$ cat src/core/vdp_pkg.sv
// package for the voice dac / modulator control block
// assumes a single 125 MHz clock and a plain register port
package vdp_pkg;
    localparam logic [7:0] ADDR_SAMPLE = 8'h0e;
    localparam logic [7:0] ADDR_CONTROL = 8'h13;
    localparam int BIT_PIN_SEL = 0;
    localparam int BIT_DAC_EN = 1;
    localparam int BIT_MOD_EN = 2;
    localparam int BIT_DRV_EN = 3;
    localparam int DRV_LO = 4;
    localparam int DRV_HI = 6;
    localparam int CMD_BIT = 7;
    localparam logic [7:0] CTRL_RESET = 8'h00;
    localparam logic [7:0] SAMPLE_RESET = 8'h00;
    localparam logic [7:0] CTRL_MASK_8 = 8'h7f;
    localparam logic [7:0] CTRL_MASK_7 = 8'h07;
    localparam logic [2:0] DRV_OFF = 3'h0;
    localparam logic [7:0] ZERO_BYTE = 8'h00;
    localparam logic [7:0] CNT_TOP_8 = 8'hff;
    localparam logic [7:0] CNT_TOP_7 = 8'h7f;
    localparam logic [2:0] UNIT_SINGLE = 3'h1;
    localparam logic [2:0] UNIT_DOUBLE = 3'h2;
    localparam logic [2:0] UNITS_MAX = 3'h5;
    localparam logic [2:0] DRV_FULL = 3'h7;
endpackage

$ cat src/core/vdp_voice.sv
// voice output control: sample register, control register, modulator
// assumes the cpu register port is synchronous to clk and the width option is static
//
// Design decision made here: the plain strobed port.
module vdp_voice #(
    parameter bit WIDTH_OPTION = 1'b1
) (
    // clock and reset
    input wire logic clk,
    input wire logic arst_n,
    // register port
    input wire logic [7:0] reg_addr,
    input wire logic [7:0] reg_wdata,
    input wire logic reg_wr,
    input wire logic reg_rd,
    output logic [7:0] reg_rdata,
    // power mode
    input wire logic sleep_entry,
    input wire logic fast_clk_en,
    // analogue converter
    output logic dac_enable,
    output logic dac_pin_select,
    output logic [7:0] dac_sample,
    // modulated output drivers
    output logic mod_out,
    output logic [2:0] drive_strength
);
    logic [7:0] sample_q, sample_d;
    logic [7:0] ctrl_q, ctrl_d;
    logic [7:0] cmd_q, cmd_d;
    logic [7:0] cnt_q;
    logic [7:0] rdata_q;
    logic mod_q;

    wire is_8bit = WIDTH_OPTION;
    wire wr_sample = reg_wr && (reg_addr == vdp_pkg::ADDR_SAMPLE);
    wire wr_ctrl = reg_wr && (reg_addr == vdp_pkg::ADDR_CONTROL);
    wire rd_sample = reg_rd && (reg_addr == vdp_pkg::ADDR_SAMPLE);
    wire rd_ctrl = reg_rd && (reg_addr == vdp_pkg::ADDR_CONTROL);
    wire cmd_write = !is_8bit && reg_wdata[vdp_pkg::CMD_BIT];
    wire [7:0] ctrl_mask = is_8bit ? vdp_pkg::CTRL_MASK_8 : vdp_pkg::CTRL_MASK_7;

    // 7-bit data words carry no bit 7, so the sample stays in the low bits
    wire [7:0] sample_wval = is_8bit ? reg_wdata : {1'b0, reg_wdata[6:0]};
    assign sample_d = (wr_sample && !cmd_write) ? sample_wval : sample_q;

    // control word as written, with bits outside the layout's ctrl_mask cleared
    wire [7:0] ctrl_w = reg_wdata & ctrl_mask;
    wire mod_en_new = ctrl_w[vdp_pkg::BIT_MOD_EN];
    // driver enable and strength cannot survive a modulator disable
    wire [7:0] ctrl_guard = mod_en_new ? ctrl_w : (ctrl_w & vdp_pkg::CTRL_MASK_7);
    wire [7:0] ctrl_wr_val = wr_ctrl ? ctrl_guard : ctrl_q;
    // sleep wins over a coincident write so outputs really go quiet
    assign ctrl_d = sleep_entry ? (ctrl_q & ~ctrl_mask) : ctrl_wr_val;

    // 7-bit command register holds strength and driver enable
    wire [7:0] cmd_wval = {1'b0, reg_wdata[6:4], reg_wdata[3], 3'h0};
    wire mod_en = ctrl_q[vdp_pkg::BIT_MOD_EN];
    // next-state enable, so the command clears on the same edge as the control bit
    wire mod_en_d = ctrl_d[vdp_pkg::BIT_MOD_EN];
    assign cmd_d = (!is_8bit && (!mod_en_d || sleep_entry)) ? vdp_pkg::ZERO_BYTE :
                   (wr_sample && cmd_write) ? cmd_wval : cmd_q;

    // effective driver settings per layout
    wire drv_en = is_8bit ? ctrl_q[vdp_pkg::BIT_DRV_EN] : cmd_q[vdp_pkg::BIT_DRV_EN];
    wire [2:0] strength = is_8bit ? ctrl_q[vdp_pkg::DRV_HI:vdp_pkg::DRV_LO] :
                          cmd_q[vdp_pkg::DRV_HI:vdp_pkg::DRV_LO];
    // modulator time base: fast clock enable gated by driver enable
    wire mod_tick = fast_clk_en && drv_en && mod_en;
    wire [7:0] cnt_top = is_8bit ? vdp_pkg::CNT_TOP_8 : vdp_pkg::CNT_TOP_7;
    wire [7:0] cnt_next = (cnt_q >= cnt_top) ? vdp_pkg::ZERO_BYTE : cnt_q + 8'h01;
    wire mod_active = mod_en && drv_en && (strength != vdp_pkg::DRV_OFF);
    wire mod_level = mod_active && (cnt_q < sample_q);

    wire [7:0] rd_val = rd_sample ? sample_q :
                        rd_ctrl ? (ctrl_q & ctrl_mask) : vdp_pkg::ZERO_BYTE;

    always_ff @(posedge clk or negedge arst_n) begin
        if (!arst_n) begin
            sample_q <= vdp_pkg::SAMPLE_RESET;
            ctrl_q <= vdp_pkg::CTRL_RESET;
            cmd_q <= vdp_pkg::ZERO_BYTE;
        end else begin
            sample_q <= sample_d;
            ctrl_q <= ctrl_d;
            cmd_q <= cmd_d;
        end
    end

    always_ff @(posedge clk or negedge arst_n) begin
        if (!arst_n) begin
            cnt_q <= vdp_pkg::ZERO_BYTE;
        end else if (mod_tick) begin
            cnt_q <= cnt_next;
        end
    end

    always_ff @(posedge clk or negedge arst_n) begin
        if (!arst_n) begin
            rdata_q <= vdp_pkg::ZERO_BYTE;
            mod_q <= 1'b0;
            dac_enable <= 1'b0;
            dac_pin_select <= 1'b0;
            dac_sample <= vdp_pkg::SAMPLE_RESET;
            drive_strength <= vdp_pkg::DRV_OFF;
        end else begin
            rdata_q <= rd_val;
            mod_q <= mod_level;
            dac_enable <= ctrl_d[vdp_pkg::BIT_DAC_EN];
            // pin choice only meaningful while the converter runs
            dac_pin_select <= ctrl_d[vdp_pkg::BIT_DAC_EN] && ctrl_d[vdp_pkg::BIT_PIN_SEL];
            dac_sample <= sample_d;
            drive_strength <= mod_active ? strength : vdp_pkg::DRV_OFF;
        end
    end

    assign reg_rdata = rdata_q;
    assign mod_out = mod_q;

    // output driver units: code bit 0 is one single driver, bits 1 and 2 one double each
    logic [2:0] unit_w [3];
    for (genvar gi = 0; gi < 3; gi++) begin : g_unit
        localparam logic [2:0] WEIGHT = (gi == 0) ? vdp_pkg::UNIT_SINGLE : vdp_pkg::UNIT_DOUBLE;
        assign unit_w[gi] = drive_strength[gi] ? WEIGHT : vdp_pkg::DRV_OFF;
    end
    // only read by the checks below; the pad drivers decode the code themselves
    wire [2:0] drv_units = unit_w[0] + unit_w[1] + unit_w[2];

    // duty check helper: counts high decisions over one whole counter period
    // a period only counts as clean if the sample and the enables held throughout
    logic [8:0] duty_hi_q;
    logic duty_clean_q;
    wire period_end = mod_tick && (cnt_q == cnt_top);
    wire [8:0] duty_hi_next = duty_hi_q + {8'h00, mod_level};
    wire duty_keep = duty_clean_q && mod_active && (sample_d == sample_q);
    wire duty_judge = period_end && duty_keep;

    always_ff @(posedge clk or negedge arst_n) begin
        if (!arst_n) begin
            duty_hi_q <= 9'h000;
            duty_clean_q <= 1'b0;
        end else if (period_end) begin
            duty_hi_q <= 9'h000;
            duty_clean_q <= mod_active;
        end else begin
            duty_hi_q <= mod_tick ? duty_hi_next : duty_hi_q;
            duty_clean_q <= duty_keep;
        end
    end

    // assertions
    a_sleep_clears_ctrl: assert property (@(posedge clk) disable iff (!arst_n)
        sleep_entry |=> ((ctrl_q & ctrl_mask) == 8'h00))
        else $error("control not cleared by sleep");
    a_sleep_clears_low: assert property (@(posedge clk) disable iff (!arst_n)
        sleep_entry |=> (ctrl_q[2:0] == 3'h0))
        else $error("low control bits not cleared by sleep");
    a_mod_off_guard: assert property (@(posedge clk) disable iff (!arst_n)
        !ctrl_q[vdp_pkg::BIT_MOD_EN] |-> !drv_en && (strength == 3'h0))
        else $error("driver settings kept with modulator off");
    a_sample_write: assert property (@(posedge clk) disable iff (!arst_n)
        (wr_sample && is_8bit) |=> (dac_sample == $past(reg_wdata)))
        else $error("sample not presented to converter");
    a_cmd_keeps_sample: assert property (@(posedge clk) disable iff (!arst_n)
        (wr_sample && cmd_write) |=> $stable(sample_q))
        else $error("command word changed sample");
    a_ctrl_mask_7: assert property (@(posedge clk) disable iff (!arst_n)
        !is_8bit |-> (ctrl_q[7:3] == 5'h00))
        else $error("unimplemented control bits set");
    a_pin_needs_dac: assert property (@(posedge clk) disable iff (!arst_n)
        dac_pin_select |-> dac_enable)
        else $error("pin select without converter enabled");
    a_duty_follows: assert property (@(posedge clk) disable iff (!arst_n)
        mod_out |-> $past(cnt_q) < $past(sample_q))
        else $error("modulator high with counter not below sample");
    a_counter_gated: assert property (@(posedge clk) disable iff (!arst_n)
        !mod_tick |=> $stable(cnt_q))
        else $error("counter moved without gated clock");
    a_read_ctrl: assert property (@(posedge clk) disable iff (!arst_n)
        rd_ctrl && !wr_ctrl && !sleep_entry |=> reg_rdata == (ctrl_q & ctrl_mask))
        else $error("control read back wrong");
    c_mod_high: cover property (@(posedge clk) disable iff (!arst_n) mod_out);
    c_sleep: cover property (@(posedge clk) disable iff (!arst_n) sleep_entry && ctrl_q != 8'h00);
    c_both_paths: cover property (@(posedge clk) disable iff (!arst_n) mod_out && dac_enable);
    c_full_drive: cover property (@(posedge clk) disable iff (!arst_n) drive_strength == 3'h7);
    c_seven_cmd: cover property (@(posedge clk) disable iff (!arst_n) wr_sample && cmd_write);

    // converter side follows the registers, and the read port returns them
    a_dac_en_match: assert property (@(posedge clk) disable iff (!arst_n)
        dac_enable ==
        ctrl_q[vdp_pkg::BIT_DAC_EN])
        else $error("converter enable differs from control");

    a_sample_mirror: assert property (@(posedge clk) disable iff (!arst_n)
        dac_sample ==
        sample_q)
        else $error("converter sample differs from register");

    a_pin_follows: assert property (@(posedge clk) disable iff (!arst_n)
        dac_pin_select ==
        (ctrl_q[vdp_pkg::BIT_DAC_EN] && ctrl_q[vdp_pkg::BIT_PIN_SEL]))
        else $error("pin select differs from control");

    a_ctrl_keeps_dac: assert property (@(posedge clk) disable iff (!arst_n)
        wr_ctrl |=>
        $stable(dac_sample))
        else $error("control write moved converter sample");

    a_dac_no_strength: assert property (@(posedge clk) disable iff (!arst_n)
        $changed(drive_strength) && !$past(wr_sample) |->
        $stable(dac_sample))
        else $error("strength change moved converter sample");

    a_read_sample: assert property (@(posedge clk) disable iff (!arst_n)
        rd_sample |=>
        reg_rdata == $past(sample_q))
        else $error("sample read back wrong");

    a_read_idle: assert property (@(posedge clk) disable iff (!arst_n)
        !rd_sample && !rd_ctrl |=>
        reg_rdata == vdp_pkg::ZERO_BYTE)
        else $error("read data not zero without a mapped read");

    // control register behaviour
    a_ctrl_write_lands: assert property (@(posedge clk) disable iff (!arst_n)
        wr_ctrl && !sleep_entry && mod_en_new |=>
        ctrl_q == $past(ctrl_w))
        else $error("control write did not land");

    a_ctrl_guard_drop: assert property (@(posedge clk) disable iff (!arst_n)
        wr_ctrl && !sleep_entry && !mod_en_new |=>
        (ctrl_q & ~vdp_pkg::CTRL_MASK_7) == vdp_pkg::ZERO_BYTE)
        else $error("driver bits kept with modulator disabled");

    a_ctrl_bit7_zero: assert property (@(posedge clk) disable iff (!arst_n)
        ctrl_q[vdp_pkg::CMD_BIT] ==
        1'b0)
        else $error("unimplemented control bit 7 set");

    a_drv_en_8: assert property (@(posedge clk) disable iff (!arst_n)
        is_8bit |->
        drv_en == ctrl_q[vdp_pkg::BIT_DRV_EN])
        else $error("driver enable not taken from control");

    // sleep entry
    a_sleep_quiet: assert property (@(posedge clk) disable iff (!arst_n)
        sleep_entry |=> ##1
        (drive_strength == vdp_pkg::DRV_OFF))
        else $error("drivers still on after sleep");

    a_sleep_dac_off: assert property (@(posedge clk) disable iff (!arst_n)
        sleep_entry |=>
        !dac_enable)
        else $error("converter still enabled after sleep");

    a_pin_cleared_sleep: assert property (@(posedge clk) disable iff (!arst_n)
        sleep_entry |=>
        !dac_pin_select)
        else $error("pin select kept after sleep");

    // drive strength
    a_strength_gate: assert property (@(posedge clk) disable iff (!arst_n)
        drive_strength != vdp_pkg::DRV_OFF |->
        $past(mod_active))
        else $error("strength shown while modulator inactive");

    a_strength_value: assert property (@(posedge clk) disable iff (!arst_n)
        $past(mod_active) |->
        drive_strength == $past(strength))
        else $error("strength output differs from setting");

    a_strength_needs_drv: assert property (@(posedge clk) disable iff (!arst_n)
        drive_strength != vdp_pkg::DRV_OFF |->
        $past(drv_en))
        else $error("strength shown without driver enable");

    a_units_limit: assert property (@(posedge clk) disable iff (!arst_n)
        drv_units <=
        vdp_pkg::UNITS_MAX)
        else $error("more than five driver units");

    a_units_full: assert property (@(posedge clk) disable iff (!arst_n)
        drive_strength == vdp_pkg::DRV_FULL |->
        drv_units == vdp_pkg::UNITS_MAX)
        else $error("full code does not give five units");

    // modulator
    a_duty_period: assert property (@(posedge clk) disable iff (!arst_n)
        duty_judge |->
        duty_hi_next == {1'b0, sample_q})
        else $error("high count over a period differs from sample");

    a_mod_needs_active: assert property (@(posedge clk) disable iff (!arst_n)
        mod_out |->
        $past(mod_active))
        else $error("modulator high while inactive");

    a_mod_q_level: assert property (@(posedge clk) disable iff (!arst_n)
        mod_out ==
        $past(mod_level))
        else $error("modulated output lags its decision");

    a_zero_sample_low: assert property (@(posedge clk) disable iff (!arst_n)
        $past(sample_q) == vdp_pkg::ZERO_BYTE |->
        !mod_out)
        else $error("modulator high with zero sample");

    a_cnt_wrap: assert property (@(posedge clk) disable iff (!arst_n)
        period_end |=>
        cnt_q == vdp_pkg::ZERO_BYTE)
        else $error("counter did not wrap at its top");

    a_cnt_step: assert property (@(posedge clk) disable iff (!arst_n)
        mod_tick && !period_end |=>
        cnt_q == $past(cnt_q) + 8'h01)
        else $error("counter did not step by one");

    a_cnt_needs_fast: assert property (@(posedge clk) disable iff (!arst_n)
        $changed(cnt_q) |->
        $past(fast_clk_en) && $past(drv_en))
        else $error("counter moved without fast clock and driver enable");

    // seven-bit layout
    a_seven_sample: assert property (@(posedge clk) disable iff (!arst_n)
        !is_8bit |->
        !sample_q[vdp_pkg::CMD_BIT])
        else $error("seven-bit sample has bit 7 set");

    a_seven_cmd_load: assert property (@(posedge clk) disable iff (!arst_n)
        wr_sample && cmd_write && mod_en_d && !sleep_entry |=>
        cmd_q == $past(cmd_wval))
        else $error("command word not loaded");

    a_seven_cmd_guard: assert property (@(posedge clk) disable iff (!arst_n)
        !is_8bit && cmd_q[vdp_pkg::BIT_DRV_EN] |->
        ctrl_q[vdp_pkg::BIT_MOD_EN])
        else $error("command driver enable without modulator enable");

    a_seven_sleep_cmd: assert property (@(posedge clk) disable iff (!arst_n)
        !is_8bit && sleep_entry |=>
        cmd_q == vdp_pkg::ZERO_BYTE)
        else $error("command word kept after sleep");
endmodule

$ cat config.mk
export PLATFORM = sky130hd
export DESIGN_NAME = vdp_voice
export DESIGN_NICKNAME = d
export VERILOG_FILES = /design/src/core/vdp_pkg.sv /design/src/core/vdp_voice.sv
export SDC_FILE = /design/constraint.sdc
export NUM_CORES = 1
export LEC_CHECK = 0
export BUFFER_PORTS_ARGS = -buffer_cell sky130_fd_sc_hd__buf_2
export CORE_MARGIN = 5
export CORE_UTILIZATION = 49
export DETAILED_ROUTE_END_ITERATION = 6
export GPL_ROUTABILITY_DRIVEN = 0
export PLACE_DENSITY = 0.75
export REMOVE_ABC_BUFFERS = 1
export SYNTH_ARGS = -nofsm -noshare
export SYNTH_HDL_FRONTEND = slang
export SYNTH_SLANG_ARGS = --single-unit
$ cat constraint.sdc
create_clock -name clk -period 3.4 [get_ports clk]
set_clock_uncertainty 0.2 [all_clocks]
set_input_delay 0.51 -clock clk [delete_from_list [all_inputs] [get_ports clk]]
set_output_delay 0.51 -clock clk [all_outputs]
set_load 0.005 [all_outputs]
# Yosys cells after proc, flatten, opt, wreduce, memory -nomap -nowiden
# Index checks and enable logic that the tools add are counted.
[word_totals]
register_bits = 37
inputBits = 22
output_inout_bits = 22
wordCells = 33
[op_classes]
addsub = 1
order_cmp = 2
n_eq_ne = 2
muxes = 7
n_reduce_logical = 12
[ops]
columns = ["operator", "n"]
rows = [
  ["$mux 7", 4],
  ["$mux 8", 2],
  ["$logic_and 1x1->1", 10],
  ["$add 8x1->8 const B", 1],
  ["$eq 8x4->1 const B", 1],
  ["$eq 8x5->1 const B", 1],
  ["$ge 8x8->1 const B", 1],
  ["$lt 8x8->1", 1],
  ["$mux 3", 1],
  ["$reduce_bool 3->1", 1],
  ["$reduce_bool 2->1", 1],
]

# Longest topological paths before layout
# Gate-level depths: netlist of the first run.
[logic_depth]
word_depth = 5
mapped_depth = 6
depth_no_buf = 5

# Least setup slack after synthesis of the first run
# OpenSTA, ideal clock, no wires.
[synth_path]
kind = "input port to flip-flop"
startpoint = "input port reg_addr[4]"
endpoint = "register sample_q[0]"
setup_time_ns = 0.125
t_arrival_ns = 1.374
t_required_ns = 3.075
path_slack_ns = 1.701
cell_stages = 4
n_path_buf = 1
cell_sequence = "and4bb_2 > buf_4 > nand3_2 > mux2_2"
[synth_between]
elab_chain_len = 2
[synth_rtl]
columns = ["item", "line", "rtl"]
rows = [
  ["start: declaration", "vdp_voice.sv:12", "input wire logic [7:0] reg_addr,"],
  ["$eq 8x4->1", "vdp_voice.sv:36", "wire wr_sample = reg_wr && (reg_addr == vdp_pkg::ADDR_SAMPLE);"],
  ["$logic_and 1x1->1", "vdp_voice.sv:36", ""],
  ["end signal: assignment", "vdp_voice.sv:80", "sample_q <= vdp_pkg::SAMPLE_RESET;"],
  ["end signal: assignment", "vdp_voice.sv:84", "sample_q <= sample_d;"],
  ["end: declaration", "vdp_voice.sv:28", "logic [7:0] sample_q, sample_d;"],
]
# No other way between the ends.
# A chain may end at the register's enable or synchronous reset.

# Final worst setup path of the first run
[layout_path]
startpoint = "register sample_q[2]"
endpoint = "register mod_q, in the netlist mod_out"
[layout_between]
elab_chain_len = 2
[layout_rtl]
columns = ["item", "line", "rtl"]
rows = [
  ["$lt 8x8->1", "vdp_voice.sv:73", "wire mod_level = mod_active && (cnt_q < sample_q);"],
  ["$logic_and 1x1->1", "vdp_voice.sv:73", ""],
  ["via mod_level", "vdp_voice.sv:73", ""],
  ["end signal: assignment", "vdp_voice.sv:108", "mod_q <= mod_level;"],
  ["end: declaration", "vdp_voice.sv:33", "logic mod_q;"],
]
# The timed path passes the listed nets, and every way through them passes these cells.

==> results.sh, run 1 <==
export IMPL_place_ws_ns=1.429
export IMPL_rr_startpoint="sample_q[2]$_DFFE_PN0P_"
export IMPL_postLayoutSetupSlackWorst_ns=1.626
export IMPL_via_count=1390
export IMPL_synthTopCellsByArea="dfrtp_1 (53%), mux2_2 (6.6%), ha_1 (5.9%), a21oi_1 (4.1%), nand2_1 (4.0%)"
export IMPL_dieWidth_um=68.89
export IMPL_path_buf_inv=1
export IMPL_powerDensity_nw_per_um2=388.7
export IMPL_n_fill_cell=291
export IMPL_drc=0
export IMPL_synth_async_sr_flop_share_pct=100.0
export IMPL_dieArea_sq_um=4745
export IMPL_clk_path_buf_depth=2
export IMPL_cellLeakagePower_nw=0.9947
export IMPL_fin_crit_ns=1.774
export IMPL_min_path_type="input pin to async pin"
export IMPL_grt_max_degree=37
export IMPL_fin_cells=247
export IMPL_fin_nets=230
export IMPL_required_ns=3.39
export IMPL_initial_core_util_pct=50.92
export IMPL_ir_drop_uv=274.8
export IMPL_grt_ovfl_total=0
export IMPL_power_total_w=0.0007816
export IMPL_core_area_sq_um=3337
export IMPL_drive_gt1_share_pct=32.34
export IMPL_end_kind="register"
export IMPL_period_share_pct=52.18
export IMPL_avgSynthCellArea_sq_um=10.82
export IMPL_grt_pass1_wl_mm=6.092
export IMPL_crit_end="mod_out$_DFF_PN0_"
export IMPL_worstSetupStartpoint="sample_q[2]$_DFFE_PN0P_"
export IMPL_grt_pass1_vias=1314
export IMPL_die_y_um=68.89
export IMPL_maxSlewViolCount=0
export IMPL_cts_root_buf="clkbuf_4"
export IMPL_grt_antenna_before_repair=0
export IMPL_r2r_slack_ns=1.63
export IMPL_place_inst=239
export IMPL_r2r_cells=5
export IMPL_critPathLaunchType="register"
export IMPL_setup_viol=0
export IMPL_synth_flop_cell="dfrtp_1"
export IMPL_vias_per_cell=5.628
export IMPL_hold_violations=0
export IMPL_critical_path_cell_chain="inv_1 -> ha_1 -> o211ai_1 -> a2111oi_0 -> nor3_1"
export IMPL_hpwlAfterDp_mm=2.888
export IMPL_cts_made_buffers=5
export IMPL_dr_first_iter_drc_count=83
export IMPL_cts_num_sinks=36
export IMPL_status="complete, no violations"
export IMPL_num_rows=21
export IMPL_port_buffers=43
export IMPL_synth_area_leader_cell="dfrtp_1"
export IMPL_ys_seq_elements=36
export IMPL_synth_cell_type_count=30
export IMPL_wl_per_cell_um=15.04
export IMPL_slowest_stage="a2111oi_0"
export IMPL_dr_pass1_iters=4
export IMPL_ctsResizeCount=0
export IMPL_relSlewSlack_pct=48.38
export IMPL_cts_setup_buffers=0
export IMPL_path_delay_family="compound AO/OA/AOI/OAI gates"
export IMPL_synth_edf_count=0
export IMPL_maxCapViolCount=0
export IMPL_grt_usage_pct=17.75
export IMPL_h_tree_depth=2
export IMPL_ys_seq_area_share_pct=53.02
export IMPL_crit_arrival_ns=1.77
export IMPL_cts_tree="yes"
export IMPL_drt_total_wl_mm=3.716
export IMPL_clk_pin_slew_worst_paths_ns=0.11
export IMPL_synthCells=157
export IMPL_diodes=0
export IMPL_slowest_delay_ns=0.44
export IMPL_final_setup_tns_ns=0
export IMPL_antenna_left=0
export IMPL_worst_path_stages=5
export IMPL_crit_type="register to register"
export IMPL_netlist_area_sq_um=1699
export IMPL_syn_to_final_growth_pct=18.34
export IMPL_fmax_mhz=563.7
export IMPL_hold_buffers=0
export IMPL_clk_latency_ns=0.33
export IMPL_io_pins=44
export IMPL_ys_warnings_count=0
export IMPL_yosysTopAreaCellShare_pct=53.02
export IMPL_tightest_slew_ns=0.7743
export IMPL_rsz0062_at_grt="false"
export IMPL_cp_max_fo=4
export IMPL_rr_endpoint="mod_out$_DFF_PN0_"
## state kept, by name, summed over array words and instances, names as in the netlist
register        cells
mod_out             1
dac_pin_select      1
drive_strength      3
cnt_q               8
reg_rdata           8
sample_q            8
ctrl_q              7
## power breakdown
group / total (W) / leakage [nW] / switching [W] / internal (W)
sequential: 0.000439 / 0.496 / 0.00000602 / 0.000433
combinational: 0.0000499 / 0.457 / 0.0000282 / 0.0000217
clock: 0.000293 / 0.0412 / 0.000140 / 0.000153
## layer usage
layer | share of wire (%) | vias up | track usage, %
met5 | 0 | - | 0
met4 | 1.3 | 0 | 5.596
met3 | 7.3 | 5 | 3.890
met2 | 50 | 61 | 30.00
met1 | 41 | 674 | 22.59
li1 | - | 650 | -
## layout make-up
type / instances / area [sq um] / share of cell area (%)
timing repair buffer: 43 / 215.2 / 10.70
multi-input combinational: 105 / 723.2 / 35.97
sequential: 36 / 900.9 / 44.80
clock buffer: 5 / 37.54 / 1.867
clock inverter: 3 / 42.54 / 2.116
inverter: 9 / 33.78 / 1.680
tap: 46 / 57.56 / 2.862
## layout by cell type (no fill, tap or decap)
| master | synthesis | layout |
|---|---|---|
| o211ai_1 | 1 | 1 |
| a41oi_1 | 1 | 1 |
| nor2b_1 | 1 | 1 |
| nor2_1 | 9 | 9 |
| inv_1 | 9 | 9 |
| o21ai_0 | 1 | 1 |
| nor3_1 | 2 | 2 |
| nand3_1 | 11 | 11 |
| clkinvlp_4 | 0 | 1 |
| clkinv_2 | 0 | 1 |
| o2111ai_1 | 1 | 1 |
| nand2_1 | 18 | 18 |
| a22oi_1 | 7 | 7 |
| and4bb_2 | 2 | 2 |
| dfrtp_1 | 36 | 36 |
| bufinv_16 | 0 | 1 |
| nand4_1 | 2 | 2 |
| buf_2 | 1 | 43 |
| mux2_2 | 10 | 10 |
| xnor2_1 | 3 | 3 |
| nand3_2 | 1 | 1 |
| a21oi_1 | 14 | 14 |
| o21a_1 | 1 | 1 |
| o31ai_1 | 2 | 2 |
| nor4b_4 | 1 | 1 |
| ha_1 | 8 | 8 |
| clkbuf_4 | 0 | 5 |
| a2111oi_0 | 1 | 1 |
| and3_1 | 5 | 5 |
| and4_1 | 2 | 2 |
| a211oi_1 | 1 | 1 |
## synthesized netlist by cell type (all sizes together) (2+ instances only)
| master | instances |
|---|---|
| a21oi | 14 |
| a22oi | 7 |
| and3 | 5 |
| and4 | 2 |
| and4bb | 2 |
| buf | 5 |
| clkbuf | 2 |
| dfrtp | 36 |
| ha | 8 |
| inv | 9 |
| mux2 | 10 |
| nand2 | 18 |
| nand3 | 12 |
| nand4 | 2 |
| nor2 | 9 |
| nor3 | 2 |
| o31ai | 2 |
| xnor2 | 3 |
## worst min-delay path by stage
stage | startpoint | to | slack (ns) | cells after the start
floorplan | arst_n | cnt_q[0]$_DFFE_PN0P_ | 0.01 | 0
global placement | cnt_q[6]$_DFFE_PN0P_ | cnt_q[6]$_DFFE_PN0P_ | 0.30 | 1
finish | arst_n | drive_strength[2]$_DFF_PN0_ | 0.04 | 1
global route | arst_n | dac_pin_select$_DFF_PN0_ | 0.09 | 1
detailed placement | cnt_q[6]$_DFFE_PN0P_ | cnt_q[6]$_DFFE_PN0P_ | 0.30 | 1
CTS | arst_n | cnt_q[7]$_DFFE_PN0P_ | 0.05 | 1
## stage by stage
step | utilization (%) | area [sq um] | hold slack (ns)
finish | 60.26 | 2011 | 0.04246
global route | 60.26 | 2011 | 0.08847
CTS | 60.26 | 2011 | 0.05189
detailed placement | 57.86 | 1931 | 0.2994
global placement | 57.86 | 1931 | 0.2996
floorplan | - | 1658 | 0.01441
## kinds of logic after synthesis
family | synth area share, %
xor gates and xnor gates | 1.547
AOI/OAI and AO/OA | 11.27
DFF | 53.02
adders and majority gates | 5.891
buffers and inverters | 4.418
muxes | 6.628
and+or+nand+nor | 17.23
Power figures use the tool's default switching activity.
==> inputs of run 2 (changes only) <==
- CORE_UTILIZATION: 49 -> 47
- clock period: 3.4 -> 1.6 ns (I/O delays scaled with it)
==> run 2 against run 1 <==
  * Register-to-register slack worse by 1.6 ns
  * Via count up 9.2%
  * Worst hold slack better by 0.074 ns
  * First-iteration DRC count up 16%
  * Setup slack worse by 1.6 ns
  * Total power up 100%
  * Non-clock buffer count up 27
  * Critical path type unchanged
  * Largest power group unchanged
  * Highest routed layer unchanged
==> results.sh, run 2 (synthesized netlist as in run 1, its figures left out) <==
export IMPL_cts_num_sinks=36
export IMPL_initial_core_util_pct=49.74
export IMPL_grt_pass1_wl_mm=6.713
export IMPL_clk_latency_ns=0.34
export IMPL_path_delay_family="compound AO/OA/AOI/OAI gates"
export IMPL_clk_path_buf_depth=2
export IMPL_powerDensity_nw_per_um2=702.5
export IMPL_crit_arrival_ns=1.55
export IMPL_grt_pass1_vias=1474
export IMPL_path_buf_inv=1
export IMPL_cts_made_buffers=5
export IMPL_critical_path_cell_chain="inv_2 -> ha_4 -> o211ai_1 -> a2111oi_2 -> nor3_1"
export IMPL_required_ns=1.62
export IMPL_dr_first_iter_drc_count=96
export IMPL_drc=0
export IMPL_slowest_stage="dfrtp_1"
export IMPL_min_path_type="input pin to register"
export IMPL_grt_usage_pct=17.19
export IMPL_wl_per_cell_um=14.65
export IMPL_final_common_cell="buf_2"
export IMPL_fin_nets=257
export IMPL_end_kind="register"
export IMPL_via_count=1518
export IMPL_drt_total_wl_mm=4.015
export IMPL_fmax_mhz=655.6
export IMPL_cp_max_fo=2
export IMPL_ir_drop_uv=448.9
export IMPL_cellLeakagePower_nw=1.119
export IMPL_syn_to_final_growth_pct=33.58
export IMPL_hpwlAfterDp_mm=2.965
export IMPL_cts_root_buf="clkbuf_4"
export IMPL_postLayoutSetupSlackWorst_ns=0.07467
export IMPL_grt_ovfl_total=0
export IMPL_grt_antenna_before_repair=0
export IMPL_maxSlewViolCount=0
export IMPL_slowest_delay_ns=0.40
export IMPL_most_common_layout_cells="buf_2 (43), dfrtp_1 (36), nand2_1 (18)"
export IMPL_final_setup_tns_ns=0
export IMPL_vias_per_cell=5.540
export IMPL_h_tree_depth=2
export IMPL_maxCapViolCount=0
export IMPL_setup_viol=0
export IMPL_cts_tree="yes"
export IMPL_grt_max_degree=37
export IMPL_place_ws_ns=-0.08088
export IMPL_drive_gt1_share_pct=39.04
export IMPL_fin_crit_ns=1.525
export IMPL_die_y_um=70.13
export IMPL_critPathLaunchType="register"
export IMPL_hold_violations=0
export IMPL_rsz0062_at_grt="false"
export IMPL_dr_pass1_iters=4
export IMPL_tightest_slew_ns=0.4454
export IMPL_core_area_sq_um=3416
export IMPL_diodes=0
export IMPL_clk_pin_slew_worst_paths_ns=0.11
export IMPL_dieWidth_um=70.13
export IMPL_antenna_left=0
export IMPL_io_pins=44
export IMPL_num_rows=21
export IMPL_status="complete, no violations"
export IMPL_port_buffers=43
export IMPL_dieArea_sq_um=4918
export IMPL_period_share_pct=95.33
export IMPL_hold_slack_ns=0.1168
export IMPL_crit_type="register to register"
export IMPL_relSlewSlack_pct=70.31
run 2: changes by cell type in the layout (fill, tap and decap cells not counted), moves of 2 or more:
cell,previous run,this run
ha_1,8,5
dlygate4sd3_1,0,11
inv_1,9,7
buf_4,0,16
inv_2,0,2
ha_4,0,2
run 2: power breakdown:
part | total [W] | leakage (nW) | switching (W) | internal (W)
Combinational | 0.000159 | 0.591 | 0.0000774 | 0.0000812
Sequential | 0.000927 | 0.496 | 0.00000755 | 0.000919
Clock | 0.000509 | 0.0315 | 0.000294 | 0.000215
run 2: worst paths after layout:
kind / startpoint / slack [ns] / cells past startpoint / end
worst min register to register: cnt_q[6]$_DFFE_PN0P_ / 0.31 / 1 / cnt_q[6]$_DFFE_PN0P_
worst min-delay path: reg_rd / 0.12 / 3 / reg_rdata[2]$_DFF_PN0_
max in group asynchronous: arst_n / 0.63 / 3 / cnt_q[3]$_DFFE_PN0P_
min in group asynchronous: arst_n / 0.26 / 3 / ctrl_q[0]$_DFF_PN0_
worst max-delay path: sample_q[1]$_DFFE_PN0P_ / 0.07 / 5 / mod_out$_DFF_PN0_
worst max register to register: sample_q[1]$_DFFE_PN0P_ / 0.07 / 5 / mod_out$_DFF_PN0_
run 2: repair_timing:
action | 4_1_cts | 5_1_grt
cloned | 0 | 0
endpoints found under the hold margin | 52 | 0
setup endpoints to repair | 1 | 4
setup buffers | 0 | 0
pin swaps | 1 | 0
hold buffers | 11 | 0
resized for setup | 2 | 9
run 2: layout make-up:
type                            count  area (sq um)
Fill cell                         249          1146
Sequential cell                    36         900.9
Timing Repair Buffer               70         445.4
Clock buffer                        7         55.05
Tap cell                           46         57.56
Clock inverter                      1         7.507
Multi-Input combinational cell    105         769.5
Inverter                            9         33.78
run 2: layer usage:
layer / track usage (%) / part of all wire, %
met2: 28.23 / 50
met4: 9.574 / 3.5
met1: 20.35 / 40
met3: 4.448 / 5.9
met5: 0 / 0
run 2: worst register-to-register path, stage by stage, from the launching register on:
cell       delay (ns)
dfrtp_1          0.40
inv_2            0.06
ha_4             0.25
o211ai_1         0.10
a2111oi_2        0.31
nor3_1           0.09
run 2: per-stage QoR:
stage	power (W)	util, %	instances	cell area (sq um)
after detailed placement	0.001073	60.04	255	2051
after global routing	0.001679	66.45	274	2270
after CTS	0.001612	65.27	274	2230
final	0.001594	66.45	274	2270
after global placement	0.001068	60.04	255	2051
after floorplan	0.0009812	-	150	1658
==> inputs of run 3 (changes only) <==
- GPL_TIMING_DRIVEN: default -> 0
==> run 3 against run 2 <==
  * The run now ends with negative setup slack left
  * Via count fell by 5.5%
  * Worst hold slack improved by 0.014 ns
  * Sequential power rose by 0.4%
  * Combinational power fell by 11%
  * Core utilization fell by 3.8 points
  * Critical path depth fell by 1
  * Final area fell by 5.8%
  * Sequential share of layout area rose by 2.5 points
==> results.sh, run 3 (synthesized netlist as in run 1, its figures left out) <==
export IMPL_grt_max_degree=37
export IMPL_holdCritStartpoint="reg_rd"
export IMPL_clk_path_buf_depth=2
export IMPL_drc=0
export IMPL_postPlaceCellArea_sq_um=1931
export IMPL_min_path_type="input pin to register"
export IMPL_grt_usage_pct=17.83
export IMPL_crit_arrival_ns=1.64
export IMPL_rsz0062_at_grt="true"
export IMPL_grt_pass1_wl_mm=6.824
export IMPL_powerDensity_nw_per_um2=734.2
export IMPL_final_common_cell="buf_2"
export IMPL_place_ws_ns=-0.1164
export IMPL_cellLeakagePower_nw=1.047
export IMPL_cts_made_buffers=5
export IMPL_diodes=0
export IMPL_drt_total_wl_mm=4.128
export IMPL_relSlewSlack_pct=48.65
export IMPL_rr_endpoint="mod_out$_DFF_PN0_"
export IMPL_status="finished, violations left"
export IMPL_cts_num_sinks=36
export IMPL_crit_type="register to register"
export IMPL_dieArea_sq_um=4918
export IMPL_most_common_layout_cells="buf_2 (43), dfrtp_1 (35), nand2_1 (18)"
export IMPL_rr_startpoint="cnt_q[2]$_DFFE_PN0P_"
export IMPL_dieWidth_um=70.13
export IMPL_r2r_slack_ns=-0.03
export IMPL_postLayoutSetupSlackWorst_ns=-0.02863
export IMPL_hold_slack_ns=0.1312
export IMPL_wl_per_cell_um=15.82
export IMPL_fmax_mhz=614.0
export IMPL_critPathLaunchType="register"
export IMPL_hold_violations=0
export IMPL_vias_per_cell=5.494
export IMPL_critical_path_cell_chain="ha_1 -> o211ai_1 -> a2111oi_2 -> nor3_1"
export IMPL_slowest_delay_ns=0.41
export IMPL_h_tree_depth=2
export IMPL_clk_latency_ns=0.34
export IMPL_final_setup_tns_ns=-0.02863
export IMPL_final_cell_area_sq_um=2138
export IMPL_period_share_pct=101.8
export IMPL_die_y_um=70.13
export IMPL_r2r_cells=4
export IMPL_io_pins=44
export IMPL_maxSlewViolCount=0
export IMPL_end_kind="register"
export IMPL_fin_nets=244
export IMPL_cp_max_fo=2
export IMPL_power_total_w=0.001570
export IMPL_cts_root_buf="clkbuf_4"
export IMPL_required_ns=1.62
export IMPL_clk_pin_slew_worst_paths_ns=0.10
export IMPL_grt_ovfl_total=0
export IMPL_dr_first_iter_drc_count=66
export IMPL_initial_core_util_pct=49.74
export IMPL_core_area_sq_um=3416
export IMPL_grt_antenna_before_repair=0
export IMPL_dr_pass1_iters=4
export IMPL_hpwlAfterDp_mm=2.850
export IMPL_antenna_left=0
export IMPL_tightest_slew_ns=0.7703
export IMPL_drive_gt1_share_pct=33.02
export IMPL_cts_tree="yes"
export IMPL_num_rows=21
export IMPL_maxCapViolCount=0
export IMPL_worstSetupStartpoint="cnt_q[2]$_DFFE_PN0P_"
export IMPL_via_count=1434
export IMPL_crit_end="mod_out$_DFF_PN0_"
export IMPL_syn_to_final_growth_pct=25.85
export IMPL_violations="negative setup slack"
export IMPL_setup_viol=1
export IMPL_grt_pass1_vias=1446
export IMPL_ir_drop_uv=610.2
export IMPL_slowest_stage="dfrtp_1"
export IMPL_port_buffers=43
export IMPL_fin_crit_ns=1.629
-- run 3: cell count changes in the layout (fill, tap and decap cells not counted), moves of 2 or more --
| cell | change |
|---|---|
| ha_4 | -2 |
| inv_2 | -2 |
| inv_1 | +2 |
| buf_4 | -13 |
| ha_1 | +2 |
-- run 3: worst min-delay path by stage --
stage | to | slack, ns | depth (start not counted)
2_1_floorplan | cnt_q[0]$_DFFE_PN0P_ | -0.26 | 0
3_3_place_gp | ctrl_q[1]$_DFF_PN0_ | 0.14 | 1
3_5_place_dp | sample_q[2]$_DFFE_PN0P_ | 0.16 | 1
4_1_cts | reg_rdata[6]$_DFF_PN0_ | 0.12 | 3
5_1_grt | reg_rdata[6]$_DFF_PN0_ | 0.13 | 3
6_report | reg_rdata[6]$_DFF_PN0_ | 0.13 | 3
-- run 3: power by group --
group          internal (W)  switching (W)
Clock              0.000217       0.000281
Sequential         0.000919      0.0000120
Combinational     0.0000689      0.0000723
-- run 3: repair_timing --
action,in CTS,in global routing
hold endpoints to repair,52,0
setup endpoints to repair,1,3
resized for setup,3,3
hold buffers,11,0
gates cloned,0,0
buffers inserted,3,0
pin swaps,1,0
-- run 3: per-stage QoR --
stage,util [%],cells
global route,62.60,261
CTS,62.45,261
global placement,56.52,239
finish,62.60,261
floorplan,-,150
detailed placement,56.52,239
-- run 3: layout make-up --
class	instances	area [sq um]
repair buffers	57	347.8
flip-flops and latches	36	902.1
clock buffers	8	58.81
fillers	289	1277
multi-input cells	105	738.2
well taps	46	57.56
inverters	9	33.78
-- run 3: worst max-delay path, delay by kind of cell, from the launching register on --
kind                       cells  cell delay [ns]
AOI/OAI and AO/OA              2             0.47
DFF                            1             0.41
adders and majority gates      1             0.32
and+or+nand+nor                1             0.10
-- run 3: metal layers --
metal / GRT usage, % / wire [um]
met1: 21.23 / 1685
met2: 30.33 / 2120
met3: 4.735 / 258
met4: 7.447 / 64
met5: 0 / 0
